**src/pkg/sfcfe_pkg.sv**
```systemverilog
package sfcfe_pkg;
  // command codes
  localparam logic [7:0] CMD_WRITE_ENABLE = 8'h06;
  localparam logic [7:0] CMD_WRITE_DISABLE = 8'h04;
  localparam logic [7:0] CMD_STATUS_WRITE = 8'h01;
  localparam logic [7:0] CMD_ID_READ = 8'h9f;
  localparam logic [7:0] CMD_STATUS_READ = 8'h05;
  localparam logic [7:0] CMD_ARRAY_READ = 8'h03;
  localparam logic [7:0] CMD_FAST_READ = 8'h0b;
  localparam logic [7:0] CMD_DUAL_READ = 8'h3b;
  localparam logic [7:0] CMD_QUAD_IO_READ = 8'heb;
  localparam logic [7:0] CMD_SECTOR_ERASE = 8'h20;
  localparam logic [7:0] CMD_BLOCK_ERASE_A = 8'h52;
  localparam logic [7:0] CMD_BLOCK_ERASE_B = 8'hd8;
  localparam logic [7:0] CMD_CHIP_ERASE_A = 8'h60;
  localparam logic [7:0] CMD_CHIP_ERASE_B = 8'hc7;
  localparam logic [7:0] CMD_PAGE_PROGRAM = 8'h02;
  localparam logic [7:0] CMD_POWERDOWN_ENTER = 8'hb9;
  localparam logic [7:0] CMD_POWERDOWN_EXIT = 8'hab;
  // status byte layout
  localparam int SR_BUSY_POS = 0;
  localparam int SR_LATCH_POS = 1;
  localparam int SR_LEVEL0_POS = 2;
  localparam int SR_LEVEL1_POS = 3;
  localparam int SR_LOCK_POS = 7;
  // framing
  localparam logic [4:0] CMD_BITS = 5'h08;
  localparam logic [4:0] ADDR_BITS = 5'h18;
  localparam logic [4:0] FAST_DUMMY_CLKS = 5'h08;
  localparam logic [4:0] QUAD_DUMMY_CLKS = 5'h06;
  localparam logic [2:0] LANES_SINGLE = 3'h1;
  localparam logic [2:0] LANES_DUAL = 3'h2;
  localparam logic [2:0] LANES_QUAD = 3'h4;
  localparam logic [5:0] NBYTES_MAX = 6'h3f;
  localparam logic [5:0] PAGE_BYTES = 6'h20;
  localparam logic [1:0] ID_LAST = 2'h2;
  // array organisation
  localparam logic [23:0] SECTOR_MASK = 24'hfff000;
  localparam logic [23:0] BLOCK_MASK = 24'hff0000;
  localparam logic [23:0] SMALL_TOP = 24'h00ffff;
  localparam logic [23:0] LARGE_TOP = 24'h01ffff;
  localparam int UPPER_BLOCK_POS = 16;
  // protect levels
  localparam logic [1:0] LEVEL_NONE = 2'h0;
  localparam logic [1:0] LEVEL_ONE_BLOCK = 2'h1;
  // buffering and reset values
  localparam int DATA_W = 8;
  localparam int FIFO_DEPTH = 4;
  localparam int PIN_COUNT = 6;
  localparam logic [5:0] PIN_IDLE = 6'h3f;

  typedef enum logic [2:0] {
    ST_IDLE,
    ST_CMD,
    ST_ADDR,
    ST_DUMMY,
    ST_DATA_IN,
    ST_DATA_OUT,
    ST_WAIT,
    ST_IGNORE
  } sfcfe_state_type;

  typedef enum logic [1:0] {
    OP_PROGRAM,
    OP_SECTOR,
    OP_BLOCK,
    OP_CHIP
  } sfcfe_op_type;
endpackage : sfcfe_pkg

```
**src/hdl/sfcfe_top.sv**
```systemverilog
`timescale 1ns/1ps
// Summary of operation
// RULE1: sample input on serial clock rise, launch output on fall; mode 0 or 3.
// RULE2: select high with nothing running means standby.
// RULE3: unknown command: standby, outputs released, until next select fall.
// RULE4: known command: active until select rises.
// RULE5: read commands stream data out; host may end after any bit.
// RULE6: write-type commands execute only if select rises on a byte boundary.
// RULE7: while program or erase runs, array accesses are ignored.
// RULE8: program one 32-byte page; erase sector, block or whole array.
// RULE9: 4 KB sectors on 0x1000 steps; small variant ends at 00FFFFh.
// RULE10: large variant adds block of sectors 16 to 31, up to 01FFFFh.
// RULE11: status byte carries a busy bit the host can poll.
// RULE12: host should read status before each command.
// RULE13: pause starts when pause pin low and serial clock low.
// RULE14: pause ends when pause pin high and serial clock low.
// RULE15: during pause outputs float, data and clock ignored.
// RULE16: pause never stops a running status write, program or erase.
// RULE17: select rising in pause resets the interface logic.
// RULE18: reset returns to standby; array changes only after valid sequence.
// RULE19: modifying commands need the latch; listed completions clear it.
// RULE20: protect level: 00 none, 01 one block on large, else all.
// RULE21: protect pin low freezes level bits and status lock bit.
// RULE22: in deep power-down only powerdown exit is accepted.
// RULE23: protect and pause pins become data lines 2 and 3 in quad.
// RULE24: a pin in quad data use is not read as protect or pause.
module sfcfe_top #(
  parameter bit LARGE_VARIANT = 1'b1,
  // identification bytes: arbitrary values
  parameter logic [7:0] ID_MAKER = 8'h5a,
  parameter logic [7:0] ID_TYPE = 8'h3c,
  parameter logic [7:0] ID_PART = 8'h01
) (
  // clock and reset
  input wire logic sys_clk,
  input wire logic nrst,
  // serial pins
  input wire logic select_n_pin,
  input wire logic serial_clock,
  input wire logic data_in_line0,
  output logic data_in_line0_drv,
  output logic data_in_line0_oe,
  input wire logic data_out_line1,
  output logic data_out_line1_drv,
  output logic data_out_line1_oe,
  input wire logic protect_n_pin,
  output logic protect_n_pin_drv,
  output logic protect_n_pin_oe,
  input wire logic pause_n_pin,
  output logic pause_n_pin_drv,
  output logic pause_n_pin_oe,
  // array back end
  input wire logic array_busy,
  output logic op_start,
  output sfcfe_pkg::sfcfe_op_type op_kind,
  output logic [23:0] op_addr,
  output logic [23:0] rd_addr,
  input wire logic [7:0] rd_data,
  output logic [7:0] prog_data,
  output logic prog_valid,
  input wire logic prog_ready,
  output logic prog_flush,
  // status
  output logic write_in_progress,
  output logic write_enable_latch,
  output logic protect_level_bit0,
  output logic protect_level_bit1,
  output logic status_write_disable,
  output logic deep_powerdown,
  output logic standby,
  output logic page_overrun
);
  localparam logic [23:0] TOP =
    LARGE_VARIANT ? sfcfe_pkg::LARGE_TOP : sfcfe_pkg::SMALL_TOP;

  logic [5:0] pin_s;
  logic seln;
  logic sclk;
  logic [3:0] io;
  logic sclk_d_r;
  logic seln_d_r;
  logic sel_rise;
  logic sel_fall;
  logic pause_r;
  logic quad_r;
  logic pause_req;
  logic hw_protect;
  logic sclk_rise;
  logic sclk_fall;
  sfcfe_pkg::sfcfe_state_type state_r;
  sfcfe_pkg::sfcfe_state_type dec_state;
  logic [7:0] cmd_r;
  logic [23:0] in_sr_r;
  logic [23:0] in_next;
  logic [4:0] cnt_r;
  logic [4:0] cnt_next;
  logic [2:0] lanes_in;
  logic [2:0] lanes_out;
  logic [2:0] frac_r;
  logic [5:0] nbytes_r;
  logic [7:0] sw_byte_r;
  logic [23:0] addr_r;
  logic addr_done;
  logic byte_done;
  logic [7:0] out_sr_r;
  logic [2:0] ocnt_r;
  logic [3:0] dout_r;
  logic [1:0] id_idx_r;
  logic [7:0] next_byte;
  logic [7:0] cur_byte;
  logic out_load;
  logic [7:0] status_byte;
  logic [1:0] level_r;
  logic frame_ok;
  logic in_wait;
  logic in_data;
  logic is_block;
  logic do_erase;
  logic do_prog;
  logic do_swr;
  logic do_flush;
  logic push_valid;
  logic push_ready;
  logic driving;

  function automatic logic prot_hit(input logic [23:0] a,
                                    input logic [1:0] lv);
    if (lv == sfcfe_pkg::LEVEL_NONE) begin
      prot_hit = 1'b0;
    end else if (LARGE_VARIANT && lv == sfcfe_pkg::LEVEL_ONE_BLOCK) begin
      prot_hit = a[sfcfe_pkg::UPPER_BLOCK_POS];
    end else begin
      prot_hit = 1'b1;
    end
  endfunction : prot_hit

  function automatic sfcfe_pkg::sfcfe_state_type decode(
      input logic [7:0] c, input logic dp, input logic busy);
    if (dp) begin
      decode = (c == sfcfe_pkg::CMD_POWERDOWN_EXIT) ?
        sfcfe_pkg::ST_WAIT : sfcfe_pkg::ST_IGNORE; // [RULE22]
    end else if (busy) begin
      // only status polling gets through while the algorithm runs
      decode = (c == sfcfe_pkg::CMD_STATUS_READ) ?
        sfcfe_pkg::ST_DATA_OUT : sfcfe_pkg::ST_IGNORE; // [RULE7]
    end else begin
      case (c)
        sfcfe_pkg::CMD_WRITE_ENABLE, sfcfe_pkg::CMD_WRITE_DISABLE,
        sfcfe_pkg::CMD_POWERDOWN_ENTER, sfcfe_pkg::CMD_POWERDOWN_EXIT,
        sfcfe_pkg::CMD_CHIP_ERASE_A, sfcfe_pkg::CMD_CHIP_ERASE_B:
          decode = sfcfe_pkg::ST_WAIT; // [RULE4]
        sfcfe_pkg::CMD_STATUS_WRITE:
          decode = sfcfe_pkg::ST_DATA_IN;
        sfcfe_pkg::CMD_ID_READ, sfcfe_pkg::CMD_STATUS_READ:
          decode = sfcfe_pkg::ST_DATA_OUT; // [RULE5]
        sfcfe_pkg::CMD_ARRAY_READ, sfcfe_pkg::CMD_FAST_READ,
        sfcfe_pkg::CMD_DUAL_READ, sfcfe_pkg::CMD_QUAD_IO_READ,
        sfcfe_pkg::CMD_SECTOR_ERASE, sfcfe_pkg::CMD_BLOCK_ERASE_A,
        sfcfe_pkg::CMD_BLOCK_ERASE_B, sfcfe_pkg::CMD_PAGE_PROGRAM:
          decode = sfcfe_pkg::ST_ADDR;
        default:
          decode = sfcfe_pkg::ST_IGNORE; // [RULE3]
      endcase
    end
  endfunction : decode

  sfcfe_sync #(
    .WIDTH(sfcfe_pkg::PIN_COUNT),
    .INIT(sfcfe_pkg::PIN_IDLE)
  ) u_sync (
    .sys_clk(sys_clk),
    .nrst(nrst),
    .din({pause_n_pin, protect_n_pin, data_out_line1, data_in_line0,
          serial_clock, select_n_pin}),
    .dout(pin_s)
  );

  assign seln = pin_s[0];
  assign sclk = pin_s[1];
  assign io = pin_s[5:2];

  always_ff @(posedge sys_clk or negedge nrst) begin
    if (!nrst) begin
      sclk_d_r <= 1'b1;
      seln_d_r <= 1'b1;
    end else begin
      sclk_d_r <= sclk;
      seln_d_r <= seln;
    end
  end

  assign sel_rise = seln & ~seln_d_r;
  assign sel_fall = ~seln & seln_d_r;
  assign pause_req = ~io[3] & ~quad_r; // [RULE24]
  assign hw_protect = ~io[2] & ~quad_r; // [RULE24]

  // pause follows the pin only while the serial clock is low; select high clears it
  always_ff @(posedge sys_clk or negedge nrst) begin
    if (!nrst) begin
      pause_r <= 1'b0;
    end else if (seln) begin
      pause_r <= 1'b0; // [RULE17]
    end else if (!sclk) begin
      pause_r <= pause_req; // [RULE13] [RULE14]
    end
  end

  // both polarities work: only edges inside select low count
  assign sclk_rise = sclk & ~sclk_d_r & ~seln & ~pause_r; // [RULE1] [RULE15]
  assign sclk_fall = ~sclk & sclk_d_r & ~seln & ~pause_r; // [RULE1] [RULE15]

  assign lanes_in = (state_r == sfcfe_pkg::ST_ADDR && quad_r) ?
    sfcfe_pkg::LANES_QUAD : sfcfe_pkg::LANES_SINGLE;
  assign in_next = (lanes_in == sfcfe_pkg::LANES_QUAD) ?
    {in_sr_r[19:0], io} : {in_sr_r[22:0], io[0]};
  assign cnt_next = cnt_r + {2'h0, lanes_in};
  assign dec_state = decode(in_next[7:0], deep_powerdown, write_in_progress);
  assign addr_done = sclk_rise && state_r == sfcfe_pkg::ST_ADDR &&
    cnt_next == sfcfe_pkg::ADDR_BITS;
  assign byte_done = sclk_rise && state_r == sfcfe_pkg::ST_DATA_IN &&
    cnt_next == sfcfe_pkg::CMD_BITS;

  always_ff @(posedge sys_clk or negedge nrst) begin
    if (!nrst) begin
      state_r <= sfcfe_pkg::ST_IDLE; // [RULE18]
      cmd_r <= 8'h00;
      in_sr_r <= 24'h000000;
      cnt_r <= 5'h00;
      quad_r <= 1'b0;
    end else if (seln) begin
      state_r <= sfcfe_pkg::ST_IDLE; // [RULE2] [RULE4]
      cnt_r <= 5'h00;
      quad_r <= 1'b0;
    end else if (sel_fall) begin
      state_r <= sfcfe_pkg::ST_CMD;
      cnt_r <= 5'h00;
    end else if (sclk_rise) begin
      in_sr_r <= in_next;
      cnt_r <= cnt_next;
      case (state_r)
        sfcfe_pkg::ST_CMD: begin
          if (cnt_next == sfcfe_pkg::CMD_BITS) begin
            cmd_r <= in_next[7:0];
            state_r <= dec_state;
            cnt_r <= 5'h00;
            quad_r <= dec_state == sfcfe_pkg::ST_ADDR &&
              in_next[7:0] == sfcfe_pkg::CMD_QUAD_IO_READ; // [RULE23]
          end
        end
        sfcfe_pkg::ST_ADDR: begin
          if (cnt_next == sfcfe_pkg::ADDR_BITS) begin
            cnt_r <= 5'h00;
            case (cmd_r)
              sfcfe_pkg::CMD_ARRAY_READ:
                state_r <= sfcfe_pkg::ST_DATA_OUT;
              sfcfe_pkg::CMD_FAST_READ, sfcfe_pkg::CMD_DUAL_READ,
              sfcfe_pkg::CMD_QUAD_IO_READ:
                state_r <= sfcfe_pkg::ST_DUMMY;
              sfcfe_pkg::CMD_PAGE_PROGRAM:
                state_r <= (write_enable_latch && !prot_hit(in_next, level_r))
                  ? sfcfe_pkg::ST_DATA_IN : sfcfe_pkg::ST_IGNORE; // [RULE19]
              default:
                state_r <= sfcfe_pkg::ST_WAIT;
            endcase
          end
        end
        sfcfe_pkg::ST_DUMMY: begin
          if (cnt_next == (quad_r ? sfcfe_pkg::QUAD_DUMMY_CLKS :
                           sfcfe_pkg::FAST_DUMMY_CLKS)) begin
            state_r <= sfcfe_pkg::ST_DATA_OUT;
            cnt_r <= 5'h00;
          end
        end
        sfcfe_pkg::ST_DATA_IN: begin
          if (cnt_next == sfcfe_pkg::CMD_BITS) begin
            cnt_r <= 5'h00;
          end
        end
        default: begin
          cnt_r <= 5'h00;
        end
      endcase
    end
  end

  // frame bookkeeping for the byte boundary check
  always_ff @(posedge sys_clk or negedge nrst) begin
    if (!nrst) begin
      frac_r <= 3'h0;
      nbytes_r <= 6'h00;
      sw_byte_r <= 8'h00;
      page_overrun <= 1'b0;
    end else begin
      if (sel_fall) begin
        frac_r <= 3'h0;
        nbytes_r <= 6'h00;
      end else if (sclk_rise) begin
        frac_r <= frac_r + lanes_in; // [RULE6]
      end
      if (byte_done) begin
        sw_byte_r <= in_next[7:0];
        if (nbytes_r != sfcfe_pkg::NBYTES_MAX) begin
          nbytes_r <= nbytes_r + 6'h01;
        end
      end
      // a lost byte beats the clear at frame start
      if (push_valid && !push_ready) begin
        page_overrun <= 1'b1;
      end else if (sel_fall) begin
        page_overrun <= 1'b0;
      end
    end
  end

  // sequential reads wrap at the top of the array
  always_ff @(posedge sys_clk or negedge nrst) begin
    if (!nrst) begin
      addr_r <= 24'h000000;
    end else if (addr_done) begin
      addr_r <= in_next & TOP; // [RULE9] [RULE10]
    end else if (out_load && cmd_r != sfcfe_pkg::CMD_STATUS_READ &&
                 cmd_r != sfcfe_pkg::CMD_ID_READ) begin
      addr_r <= (addr_r + 24'h000001) & TOP;
    end
  end

  assign rd_addr = addr_r;

  assign status_byte = {status_write_disable, 3'h0, level_r,
                        write_enable_latch, write_in_progress}; // [RULE11]

  always_comb begin
    lanes_out = sfcfe_pkg::LANES_SINGLE;
    if (cmd_r == sfcfe_pkg::CMD_DUAL_READ) begin
      lanes_out = sfcfe_pkg::LANES_DUAL;
    end else if (cmd_r == sfcfe_pkg::CMD_QUAD_IO_READ) begin
      lanes_out = sfcfe_pkg::LANES_QUAD;
    end
  end

  always_comb begin
    case (cmd_r)
      sfcfe_pkg::CMD_STATUS_READ: next_byte = status_byte;
      sfcfe_pkg::CMD_ID_READ: begin
        case (id_idx_r)
          2'h0: next_byte = ID_MAKER;
          2'h1: next_byte = ID_TYPE;
          default: next_byte = ID_PART;
        endcase
      end
      default: next_byte = rd_data;
    endcase
  end

  assign out_load = sclk_fall && state_r == sfcfe_pkg::ST_DATA_OUT &&
    ocnt_r == 3'h0;
  assign cur_byte = (ocnt_r == 3'h0) ? next_byte : out_sr_r;

  always_ff @(posedge sys_clk or negedge nrst) begin
    if (!nrst) begin
      out_sr_r <= 8'h00;
      ocnt_r <= 3'h0;
      dout_r <= 4'h0;
      id_idx_r <= 2'h0;
    end else if (seln) begin
      ocnt_r <= 3'h0;
      id_idx_r <= 2'h0;
    end else if (sclk_fall && state_r == sfcfe_pkg::ST_DATA_OUT) begin
      dout_r <= cur_byte[7:4]; // [RULE1] [RULE5]
      out_sr_r <= cur_byte << lanes_out;
      ocnt_r <= ocnt_r + lanes_out;
      if (out_load && cmd_r == sfcfe_pkg::CMD_ID_READ) begin
        id_idx_r <= (id_idx_r == sfcfe_pkg::ID_LAST) ? 2'h0 :
          id_idx_r + 2'h1;
      end
    end
  end

  assign driving = state_r == sfcfe_pkg::ST_DATA_OUT && !seln &&
    !pause_r; // [RULE3] [RULE15]
  assign data_out_line1_drv = (lanes_out == sfcfe_pkg::LANES_QUAD) ?
    dout_r[1] : dout_r[3];
  assign data_in_line0_drv = (lanes_out == sfcfe_pkg::LANES_QUAD) ?
    dout_r[0] : dout_r[2];
  assign protect_n_pin_drv = dout_r[2];
  assign pause_n_pin_drv = dout_r[3];
  assign data_out_line1_oe = driving;
  assign data_in_line0_oe = driving &&
    lanes_out != sfcfe_pkg::LANES_SINGLE; // [RULE23]
  assign protect_n_pin_oe = driving &&
    lanes_out == sfcfe_pkg::LANES_QUAD; // [RULE23]
  assign pause_n_pin_oe = driving &&
    lanes_out == sfcfe_pkg::LANES_QUAD; // [RULE23]

  // end of frame: execute only on a clean byte boundary outside pause
  assign frame_ok = sel_rise && !pause_r &&
    frac_r == 3'h0; // [RULE6] [RULE17]
  assign in_wait = state_r == sfcfe_pkg::ST_WAIT;
  assign in_data = state_r == sfcfe_pkg::ST_DATA_IN && nbytes_r != 6'h00;
  assign is_block = cmd_r == sfcfe_pkg::CMD_BLOCK_ERASE_A ||
    cmd_r == sfcfe_pkg::CMD_BLOCK_ERASE_B;
  assign do_erase = frame_ok && in_wait && write_enable_latch &&
    (((cmd_r == sfcfe_pkg::CMD_SECTOR_ERASE || is_block) &&
      !prot_hit(addr_r, level_r)) ||
     ((cmd_r == sfcfe_pkg::CMD_CHIP_ERASE_A ||
       cmd_r == sfcfe_pkg::CMD_CHIP_ERASE_B) &&
      level_r == sfcfe_pkg::LEVEL_NONE)); // [RULE19] [RULE20]
  assign do_prog = frame_ok && in_data &&
    cmd_r == sfcfe_pkg::CMD_PAGE_PROGRAM;
  assign do_swr = frame_ok && in_data && write_enable_latch &&
    cmd_r == sfcfe_pkg::CMD_STATUS_WRITE; // [RULE19]
  assign do_flush = sel_rise && state_r == sfcfe_pkg::ST_DATA_IN &&
    cmd_r == sfcfe_pkg::CMD_PAGE_PROGRAM && !do_prog; // [RULE18]

  always_ff @(posedge sys_clk or negedge nrst) begin
    if (!nrst) begin
      write_enable_latch <= 1'b0; // [RULE19]
      level_r <= sfcfe_pkg::LEVEL_NONE;
      status_write_disable <= 1'b0;
      deep_powerdown <= 1'b0;
    end else if (frame_ok && in_wait) begin
      case (cmd_r)
        sfcfe_pkg::CMD_WRITE_ENABLE: write_enable_latch <= 1'b1;
        sfcfe_pkg::CMD_WRITE_DISABLE: write_enable_latch <= 1'b0;
        sfcfe_pkg::CMD_POWERDOWN_ENTER: deep_powerdown <= 1'b1;
        sfcfe_pkg::CMD_POWERDOWN_EXIT: deep_powerdown <= 1'b0; // [RULE22]
        default: begin
          if (do_erase) begin
            write_enable_latch <= 1'b0; // [RULE19]
          end
        end
      endcase
    end else if (do_prog) begin
      write_enable_latch <= 1'b0; // [RULE19]
    end else if (do_swr) begin
      write_enable_latch <= 1'b0; // [RULE19]
      if (!hw_protect) begin
        level_r <= {sw_byte_r[sfcfe_pkg::SR_LEVEL1_POS],
                    sw_byte_r[sfcfe_pkg::SR_LEVEL0_POS]}; // [RULE21]
        status_write_disable <= sw_byte_r[sfcfe_pkg::SR_LOCK_POS];
      end
    end
  end

  assign protect_level_bit0 = level_r[0];
  assign protect_level_bit1 = level_r[1];

  // launched ops run on in the back end regardless of pause
  always_ff @(posedge sys_clk or negedge nrst) begin
    if (!nrst) begin
      op_start <= 1'b0;
      op_kind <= sfcfe_pkg::OP_PROGRAM;
      op_addr <= 24'h000000;
      prog_flush <= 1'b0;
    end else begin
      op_start <= do_erase || do_prog; // [RULE16]
      prog_flush <= do_flush;
      if (do_prog) begin
        op_kind <= sfcfe_pkg::OP_PROGRAM; // [RULE8]
        op_addr <= addr_r;
      end else if (do_erase) begin
        if (cmd_r == sfcfe_pkg::CMD_SECTOR_ERASE) begin
          op_kind <= sfcfe_pkg::OP_SECTOR; // [RULE8]
          op_addr <= addr_r & sfcfe_pkg::SECTOR_MASK; // [RULE9]
        end else if (is_block) begin
          op_kind <= sfcfe_pkg::OP_BLOCK; // [RULE8]
          op_addr <= addr_r & sfcfe_pkg::BLOCK_MASK; // [RULE10]
        end else begin
          op_kind <= sfcfe_pkg::OP_CHIP; // [RULE8]
          op_addr <= 24'h000000;
        end
      end
    end
  end

  assign write_in_progress = array_busy | op_start; // [RULE11]
  assign standby = (seln || state_r == sfcfe_pkg::ST_IGNORE) &&
    !write_in_progress; // [RULE2] [RULE3]

  // page bytes beyond one page are dropped, not wrapped
  assign push_valid = byte_done && cmd_r == sfcfe_pkg::CMD_PAGE_PROGRAM &&
    nbytes_r < sfcfe_pkg::PAGE_BYTES; // [RULE8]

  sfcfe_fifo #(
    .WIDTH(sfcfe_pkg::DATA_W),
    .DEPTH(sfcfe_pkg::FIFO_DEPTH)
  ) u_fifo (
    .sys_clk(sys_clk),
    .nrst(nrst),
    .flush(prog_flush),
    .in_data(in_next[7:0]),
    .in_valid(push_valid),
    .in_ready(push_ready),
    .out_data(prog_data),
    .out_valid(prog_valid),
    .out_ready(prog_ready)
  );
endmodule : sfcfe_top

```
**src/hdl/sfcfe_sync.sv**
```systemverilog
`timescale 1ns/1ps
module sfcfe_sync #(
  parameter int WIDTH = 6,
  parameter logic [WIDTH-1:0] INIT = '1
) (
  // clock and reset
  input wire logic sys_clk,
  input wire logic nrst,
  // levels
  input wire logic [WIDTH-1:0] din,
  output logic [WIDTH-1:0] dout
);
  logic [WIDTH-1:0] meta_r;

  // meta_r feeds dout only
  always_ff @(posedge sys_clk or negedge nrst) begin
    if (!nrst) begin
      meta_r <= INIT;
      dout <= INIT;
    end else begin
      meta_r <= din;
      dout <= meta_r;
    end
  end
endmodule : sfcfe_sync

```
**src/hdl/sfcfe_fifo.sv**
```systemverilog
`timescale 1ns/1ps
module sfcfe_fifo #(
  parameter int WIDTH = 8,
  parameter int DEPTH = 4
) (
  // clock and reset
  input wire logic sys_clk,
  input wire logic nrst,
  input wire logic flush,
  // fill side
  input wire logic [WIDTH-1:0] in_data,
  input wire logic in_valid,
  output logic in_ready,
  // drain side
  output logic [WIDTH-1:0] out_data,
  output logic out_valid,
  input wire logic out_ready
);
  localparam int AW = (DEPTH > 1) ? $clog2(DEPTH) : 1;
  localparam int CW = $clog2(DEPTH + 1);

  logic [WIDTH-1:0] mem_r [DEPTH];
  logic [AW-1:0] wr_r;
  logic [AW-1:0] rd_r;
  logic [CW-1:0] count_r;
  logic push;
  logic pop;

  function automatic logic [AW-1:0] bump(input logic [AW-1:0] p);
    bump = (p == AW'(DEPTH - 1)) ? '0 : p + 1'b1;
  endfunction : bump

  assign in_ready = count_r != CW'(DEPTH);
  assign out_valid = count_r != '0;
  assign push = in_valid & in_ready;
  assign pop = out_valid & out_ready;
  assign out_data = mem_r[rd_r];

  always_ff @(posedge sys_clk or negedge nrst) begin
    if (!nrst) begin
      for (int i = 0; i < DEPTH; i++) begin
        mem_r[i] <= '0;
      end
    end else if (push) begin
      mem_r[wr_r] <= in_data;
    end
  end

  always_ff @(posedge sys_clk or negedge nrst) begin
    if (!nrst) begin
      wr_r <= '0;
      rd_r <= '0;
      count_r <= '0;
    end else if (flush) begin
      wr_r <= '0;
      rd_r <= '0;
      count_r <= '0;
    end else begin
      if (push) begin
        wr_r <= bump(wr_r);
      end
      if (pop) begin
        rd_r <= bump(rd_r);
      end
      if (push && !pop) begin
        count_r <= count_r + 1'b1;
      end else if (pop && !push) begin
        count_r <= count_r - 1'b1;
      end
    end
  end
endmodule : sfcfe_fifo

```
**config.mk**
```make
export PLATFORM = sky130hd
export DESIGN_NAME = sfcfe_top
export DESIGN_NICKNAME = d
export VERILOG_FILES = /design/src/pkg/sfcfe_pkg.sv /design/src/hdl/sfcfe_top.sv /design/src/hdl/sfcfe_sync.sv /design/src/hdl/sfcfe_fifo.sv
export SDC_FILE = /design/constraint.sdc
export NUM_CORES = 1
export LEC_CHECK = 0
export ABC_AREA = 1
export BUFFER_PORTS_ARGS = -buffer_cell sky130_fd_sc_hd__buf_2
export CAP_MARGIN = 20
export CORE_ASPECT_RATIO = 0.75
export CORE_MARGIN = 2
export CORE_UTILIZATION = 40
export DETAILED_ROUTE_END_ITERATION = 8
export PLACE_DENSITY = 0.67
export SKIP_LAST_GASP = 1
export SLEW_MARGIN = 0
export SYNTH_ARGS = -nofsm -noshare
export SYNTH_HDL_FRONTEND = slang
export SYNTH_SLANG_ARGS = --single-unit
```
**constraint.sdc**
```tcl
create_clock -name sys_clk -period 7.36 [get_ports sys_clk]
set_input_delay 0.736 -clock sys_clk [delete_from_list [all_inputs] [get_ports sys_clk]]
set_output_delay 0.736 -clock sys_clk [all_outputs]
set_load 0.05 [all_outputs]
```
==> results of run 1 <==
flip-flops by register name (all words and copies together), names as in the netlist, 4 cells and up:
name           count
rd_addr           17
cnt_r              5
in_sr_r           16
out_sr_r           8
cmd_r              8
nbytes_r           6
u_sync.dout        6
op_addr           17
dout_r             4
u_sync.meta_r      6
u_fifo.mem_r      32
power breakdown:
| part | internal [mW] | total, mW | switching [mW] |
|---|---|---|---|
| clock network | 0.455 | 0.853 | 0.397 |
| logic | 0.0484 | 0.221 | 0.173 |
| registers | 0.906 | 0.926 | 0.0208 |
worst max-delay path by stage:
stage                                    end  slack, ps  cells past startpoint
2_1_floorplan  u_fifo.count_r[1]$_DFFE_PN0P_       3940                     20
3_3_place_gp   u_fifo.count_r[1]$_DFFE_PN0P_       3570                     16
3_5_place_dp   u_fifo.count_r[1]$_DFFE_PN0P_       3440                     16
4_1_cts        u_fifo.count_r[1]$_DFFE_PN0P_       3440                     16
5_1_grt        u_fifo.count_r[1]$_DFFE_PN0P_       3050                     16
6_report       u_fifo.count_r[1]$_DFFE_PN0P_       3370                     16
stage by stage:
stage / power, mW / hold WS [ps] / setup WS (ps) / cell area [um^2] / cells
after global routing: 2.09 / 357 / 3050 / 9870 / 1485
after global placement: 1.16 / 346 / 3570 / 9310 / 1453
after detailed placement: 1.16 / 347 / 3440 / 9310 / 1453
after floorplan: 1.09 / 345 / 3940 / 8780 / 1124
after CTS: 2.01 / 357 / 3440 / 9870 / 1485
final: 2.00 / 343 / 3370 / 9870 / 1485
worst max-delay path, stage by stage, from the launching register on:
cell and delay, ps:
dfrtp_1 730, nand4_4 460, ha_1 390, ha_1 210, xnor2_1 320, nand4_2 190, nor2_4 180, nand2_2 180
nor2_4 180, nand3_4 130, inv_6 130, nand2_1 90, inv_1 90, fa_1 410, nor2_1 90, nand2_1 50
o21ai_0 60
cell usage in the layout (no fill, tap or decap), types with 5 or more instances in the layout:
cell,count
clkbuf_16,17
clkinv_4,5
buf_2,79
xnor2_1,7
dfrtp_1,146
o21ai_1,36
conb_1,14
o22ai_1,10
xor2_1,14
ha_1,13
dfstp_2,14
o221ai_1,10
nor2_1,97
a21oi_1,19
nor3_1,21
o21ai_0,90
o31ai_1,5
o211ai_1,5
nand2_2,6
nand2_1,303
inv_2,6
o21ai_2,5
inv_1,117
nand3_1,78
nand4_1,15
metal layers:
metal	share of wire [%]	track usage, %	wire length (um)	vias to the layer above
met2	43	30.6	10100	275
met1	49	32.0	11500	3709
li1	-	-	-	3787
met5	0	0	0	-
met3	6.9	3.46	1620	19
met4	1.0	4.77	235	0
logic make-up (layout without fill, tap and decap cells):
| logic type | count (synthesis) | count (layout) | synth area share (%) |
|---|---|---|---|
| AOI/OAI and AO/OA | 200 | 200 | 13.4 |
| xor gates and xnor gates | 22 | 22 | 2.29 |
| adders and majority gates | 15 | 15 | 2.32 |
| buffers and inverters | 167 | 240 | 8.51 |
| DFF | 160 | 160 | 46.1 |
| muxes | 3 | 3 | 0.387 |
| other | 1 | 14 | 0.0429 |
| and+or+nand+nor | 543 | 543 | 27.0 |
cell type report:
cell class	count	area [um^2]
clock buffers	19	443
clock inverters	13	125
fillers	2128	11400
inverters	124	470
multi-input cells	797	4020
flip-flops and latches	160	4020
well taps	288	360
repair buffers	84	437
==> key figures, run 1 <==
STA
  – Final Hold Viols: 0
  – Setup tns final: 0 ps
  – Skew final: 15.4 ps
  – Max-slew violations: 0
  – Fin crit period: 3990 ps
  – Worst slew pin tran: 879 ps
  – Worst slew margin: 41.4%
  – Final worst path period share: 54.2%
  – RSZ-0062 raised after global routing: no
  – Final setup fails: 0
  – Fmax: 0.251 GHz

Clock network
  – H-Tree Depth: 4
  – TritonCTS clock tree: yes
  – Clk Latency, worst-skew pair: 430 ps
  – Root buffer cell: clkbuf_16
  – CTS Buf Count: 17
  – CTS max path bufs: 2
  – Clock transition at the registers of the reported paths: 70 ps
  – Post-CTS resize count: 0
  – Number of post-CTS setup repair buffers: 0
  – Post-CTS Hold Fix Bufs: 0
  – Num Clock Sinks: 160

Worst setup path
  – Data required time at the worst endpoint: 7720 ps
  – Worst Path Arrival: 4340 ps
  – FF-to-FF setup slack: 3370 ps
  – Critical register-to-register path startpoint: quad_r$_DFFE_PN0P_
  – R2r worst-path depth: 16
  – Crit-path max FO: 33
  – Setup CP Type: reg2reg
  – CP Capture Type: flip-flop
  – Worst r2r dst: u_fifo.count_r[1]$_DFFE_PN0P_
  – Critical Path Start: quad_r$_DFFE_PN0P_
  – Type of origin of the critical path: flip-flop

Logic synthesis
  – Distinct cells, synth: 54
  – Synth Flop Type: dfrtp_1
  – Yosys warnings: 0
  – Top-count cell post-synth: nand2_1
  – Ys async rst share: 100%
  – Leading area contributor after synthesis: dfrtp_1
  – Sequential area share after synthesis: 46.1%
  – Syn_area_per_cell: 7.86 um^2
  – EDFF count, synth: 0
  – Syn Inst Count: 1111
  – Synthesized cell area: 0.00873 mm^2
  – Top cell type's share of synthesized area: 41.8%
  – Largest cells by area after synthesis: dfrtp_1 (42%), nand2_1 (13%), o21ai_0 (5.2%)
  – Yosys reg bits: 160
  – Post-synth top cells: nand2_1 (303), dfrtp_1 (146), inv_1 (117)

Layout
  – Ratio of cells with drive above 1 in the final layout: 14.3%
  – Final net count: 1217
  – Area grow syn2layout: 13.1%
  – N_diodes: 0
  – Final core occ: 46.4%

Global route
  – Vias in the first global route: 7221
  – Largest net degree at the start of global routing: 92
  – Initial antenna violation count: 0
  – Global-route usage over all layers: 20.8%
  – Grt ovf: 0
  – First-pass GRT wire length: 38600 um

Hold path
  – Worst Hold Class: in2async

Outcome
  – Status: completed

Floorplan
  – Initial core utilization: 41.0%
  – Placeable Area: 0.0213 mm^2
  – Die extent in x: 175 um
  – Die Ht: 132 um
  – Row count: 46
  – # IOs: 95
  – Die area: 0.0230 mm^2

Drt
  – Residual DRC: 0
  – Final WL: 23400 um
  – Routed len/inst: 15.8 um
  – Vias/cell: 5.25
  – Drt initial violations: 926
  – Vias: 7790
  – Post-route ant nets: 0
  – TritonRoute pass-1 iters: 5

Place
  – Final HPWL DP: 17200 um
  – GP Congestion: 0.936
  – Port bufs: 80

Pwr
  – Static Leak: 4.87 nW
  – Peak VDD IR: 0.145 mV
  – PwrDens: 203 mW/mm^2

Flow run
  – Max-cap violations: 0
(Power assumes the default switching activity.)
==> run 2: changes to the inputs <==
--- a/config.mk
+++ b/config.mk
@@ -12,7 +12,7 @@
 export CORE_MARGIN = 2
 export CORE_UTILIZATION = 40
 export DETAILED_ROUTE_END_ITERATION = 8
-export PLACE_DENSITY = 0.67
+export PLACE_DENSITY = 0.69
 export SKIP_LAST_GASP = 1
 export SLEW_MARGIN = 0
 export SYNTH_ARGS = -nofsm -noshare
==> constraint.sdc (replaced) <==
create_clock -name sys_clk -period 3.4 [get_ports sys_clk]
set_input_delay 0.34 -clock sys_clk [delete_from_list [all_inputs] [get_ports sys_clk]]
set_output_delay 0.34 -clock sys_clk [all_outputs]
set_load 0.05 [all_outputs]
==> run 2 against run 1 <==
Sequential share of layout area shrank 0.76 points. Worst setup slack lost 3100 ps. Sequential cell count is the same. Final cell count grew 1.3%. Routed wire length grew 1.3%. Critical path depth grew 1. Clock power grew 130%. Final area grew 2.0%. Critical path type unchanged.
==> key figures, run 2 (synthesis results as in run 1) <==
Outcome
  – Status: completed

STA
  – Skew final: 12.0 ps (-3.35 ps)
  – Final Hold Viols: 0 (unchanged)
  – Worst slew margin: 53.6% (+12 points)
  – Final setup fails: 0 (unchanged)
  – Max-slew violations: 0 (unchanged)
  – Fmax: 0.320 GHz (+28%)
  – Min Hold Slack: 19.9 ps (-323 ps)
  – RSZ-0062 raised after global routing: no
  – Final worst path period share: 91.9% (+38 points)
  – Setup tns final: 0 ps (unchanged)
  – Fin crit period: 3130 ps (-861 ps)
  – Worst slew pin tran: 689 ps (-190 ps)

Pwr
  – Sequential share of power: 44.9% (-1.4 points)
  – Int Power: 3.15 mW (+120%)
  – Switching Share: 29.6% (about the same)
  – Peak VDD IR: 0.315 mV (+120%)
  – Comb pwr share: 11.1% (about the same)
  – PwrDens: 444 mW/mm^2 (+120%)
  – Clk pwr share: 44.0% (+1.4 points)
  – Static Leak: 4.97 nW (+2.0%)
  – Psw: 1.32 mW (+120%)

Floorplan
  – # IOs: 95 (unchanged)
  – Row count: 46 (unchanged)
  – Die extent in x: 175 um (unchanged)
  – Initial core utilization: 41.0% (unchanged)
  – Die Ht: 132 um (unchanged)
  – Placeable Area: 0.0213 mm^2 (unchanged)
  – Die area: 0.0230 mm^2 (unchanged)

Layout
  – Ratio of cells with drive above 1 in the final layout: 15.5% (+1.2 points)
  – Final net count: 1236 (+1.6%)
  – Finished Layout Cells: 1504 (+1.3%)
  – Most common cell after layout, fill and taps aside: nand2_1
  – Most frequent cells in the layout: nand2_1 (303), dfrtp_1 (144), inv_1 (117), nor2_1 (97), o21ai_0 (90)
  – Area grow syn2layout: 15.3%
  – Reg with most FFs: u_fifo.mem_r
  – Fillers: 2062 (-3.1%)
  – Max reg flops: 32 (unchanged)
  – N_diodes: 0 (unchanged)

Global route
  – Grt ovf: 0 (unchanged)
  – Routing usage on met1: 31.2% (-0.77 points)
  – GR met2 Demand/Resource: 31.0% (+0.37 points)
  – First-pass GRT wire length: 38900 um (+0.61%)
  – Met3 Usage GRT: 4.33% (+0.87 points)
  – Gr busiest metal: met1
  – Vias in the first global route: 7421 (+2.8%)
  – Largest net degree at the start of global routing: 76 (-17%)
  – Initial antenna violation count: 0 (unchanged)
  – Global-route usage over all layers: 21.0% (+0.21 points)

Drt
  – Post-route ant nets: 0 (unchanged)
  – Routed len/inst: 15.8 um (about the same)
  – Final WL: 23700 um (+1.3%)
  – Drt initial violations: 735 (-21%)
  – Vias/cell: 5.25 (about the same)
  – Vias: 7896 (+1.4%)
  – Residual DRC: 0 (unchanged)
  – TritonRoute pass-1 iters: 5 (unchanged)

Clock network
  – Clock transition at the registers of the reported paths: 70 ps (about the same)
  – Root buffer cell: clkbuf_16
  – CTS max path bufs: 2 (unchanged)
  – H-Tree Depth: 4 (unchanged)
  – TritonCTS clock tree: yes
  – Clk Latency, worst-skew pair: 430 ps (about the same)
  – Number of post-CTS setup repair buffers: 0 (unchanged)
  – Num Clock Sinks: 160 (unchanged)
  – CTS Buf Count: 17 (unchanged)

Worst setup path
  – Setup CP Type: reg2reg
  – Crit-path max FO: 6 (-82%)
  – Type of origin of the critical path: flip-flop
  – Data required time at the worst endpoint: 3750 ps (-3970 ps)
  – Worst Path Arrival: 3480 ps (-860 ps)
  – CP Capture Type: flip-flop
  – FF-to-FF setup slack: 270 ps (-3100 ps)
  – Worst r2r dst: u_fifo.count_r[1]$_DFFE_PN0P_
  – Critical Path Start: state_r[0]$_DFFE_PN0P_
  – Critical register-to-register path startpoint: state_r[0]$_DFFE_PN0P_
  – R2r worst-path depth: 17 (+1)

Place
  – Placed Cells incl. Taps: 1467 (+0.96%)
  – Port bufs: 80 (unchanged)
  – Final HPWL DP: 17400 um (+1.2%)
  – GP Congestion: 1.00 (+7.1%)

Hold path
  – HP Start: data_out_line1
  – WHS Endpoint: u_sync.meta_r[3]$_DFF_PN1_
  – Worst Hold Class: in2reg
  – Cell depth of the worst hold path: 1

Flow run
  – Max-cap violations: 0 (unchanged)
run 2: cell types whose count changed in the layout (fill, tap and decap cells not counted):
| cell | before | now |
|---|---|---|
| dfrtp_1 | 146 | 144 |
| clkinv_2 | 1 | 0 |
| clkinv_8 | 1 | 2 |
| inv_6 | 4 | 6 |
| clkinvlp_4 | 0 | 2 |
| clkinv_4 | 5 | 0 |
| clkbuf_1 | 1 | 0 |
| inv_8 | 3 | 4 |
| buf_4 | 4 | 18 |
| dlygate4sd3_1 | 0 | 5 |
| bufinv_16 | 0 | 1 |
| dfrtp_2 | 0 | 2 |
run 2: cell type report:
cell class | count | area [um^2] | share of cell area, %
inverter | 124 | 470 | 4.67
clock buffer | 18 | 439 | 4.36
timing repair buffer | 103 | 592 | 5.88
tap | 288 | 360 | 3.58
multi-input combinational | 797 | 4020 | 39.9
sequential | 160 | 4020 | 40.0
clock inverter | 14 | 166 | 1.65
run 2: how the worst max path moves through the flow:
stage,end,slack [ps],cells past startpoint
after floorplan,u_fifo.count_r[1]$_DFFE_PN0P_,-20,20
after global placement,u_fifo.count_r[1]$_DFFE_PN0P_,340,18
after detailed placement,u_fifo.count_r[1]$_DFFE_PN0P_,240,16
after CTS,u_fifo.count_r[1]$_DFFE_PN0P_,240,16
after global routing,u_fifo.count_r[2]$_DFFE_PN0P_,20,21
final,u_fifo.count_r[1]$_DFFE_PN0P_,270,17
run 2: layer usage:
layer,up-vias,part of all wire [%]
li1,3815,-
met2,296,43
met5,-,0
met3,31,6.9
met1,3754,48
met4,0,1.6
run 2: stage by stage:
stage | worst slack, ps | area (um^2) | utilization [%] | total power, mW
finish | 274 | 10100 | 47.3 | 4.47
global route | 20.3 | 10100 | 47.3 | 4.65
CTS | 243 | 10100 | 47.3 | 4.50
detailed placement | 244 | 9410 | 44.2 | 2.52
global placement | 335 | 9410 | 44.2 | 2.52
floorplan | -16.1 | 8780 | - | 2.36
run 2: timing repair:
action / CTS / global route
setup endpoints to repair: 0 / 2
endpoints found under the hold margin: 63 / 0
hold buffers: 5 / 0
resized for setup: 0 / 2
run 2: critical path, cell delays in order (launching register included):
cell and delay (ps):
dfrtp_2 460, inv_2 100, nand4_4 80, ha_1 210, ha_1 210, xnor2_1 330, nand4_2 180, nor2_4 180
nand2_2 120, nor2_4 150, nand3_4 120, inv_6 130, nand2_1 90, inv_1 80, fa_1 400, nor2_1 90
nand2_1 50, o21ai_0 60
run 2: power by group through the flow:
stage          Combinational (mW)  Clock [mW]  Sequential, mW
2_1_floorplan               0.312           0            2.05
3_3_place_gp                0.482           0            2.04
3_5_place_dp                0.484           0            2.04
4_1_cts                     0.491        2.00            2.00
5_1_grt                     0.550        2.09            2.01
6_report                    0.498        1.97            2.01
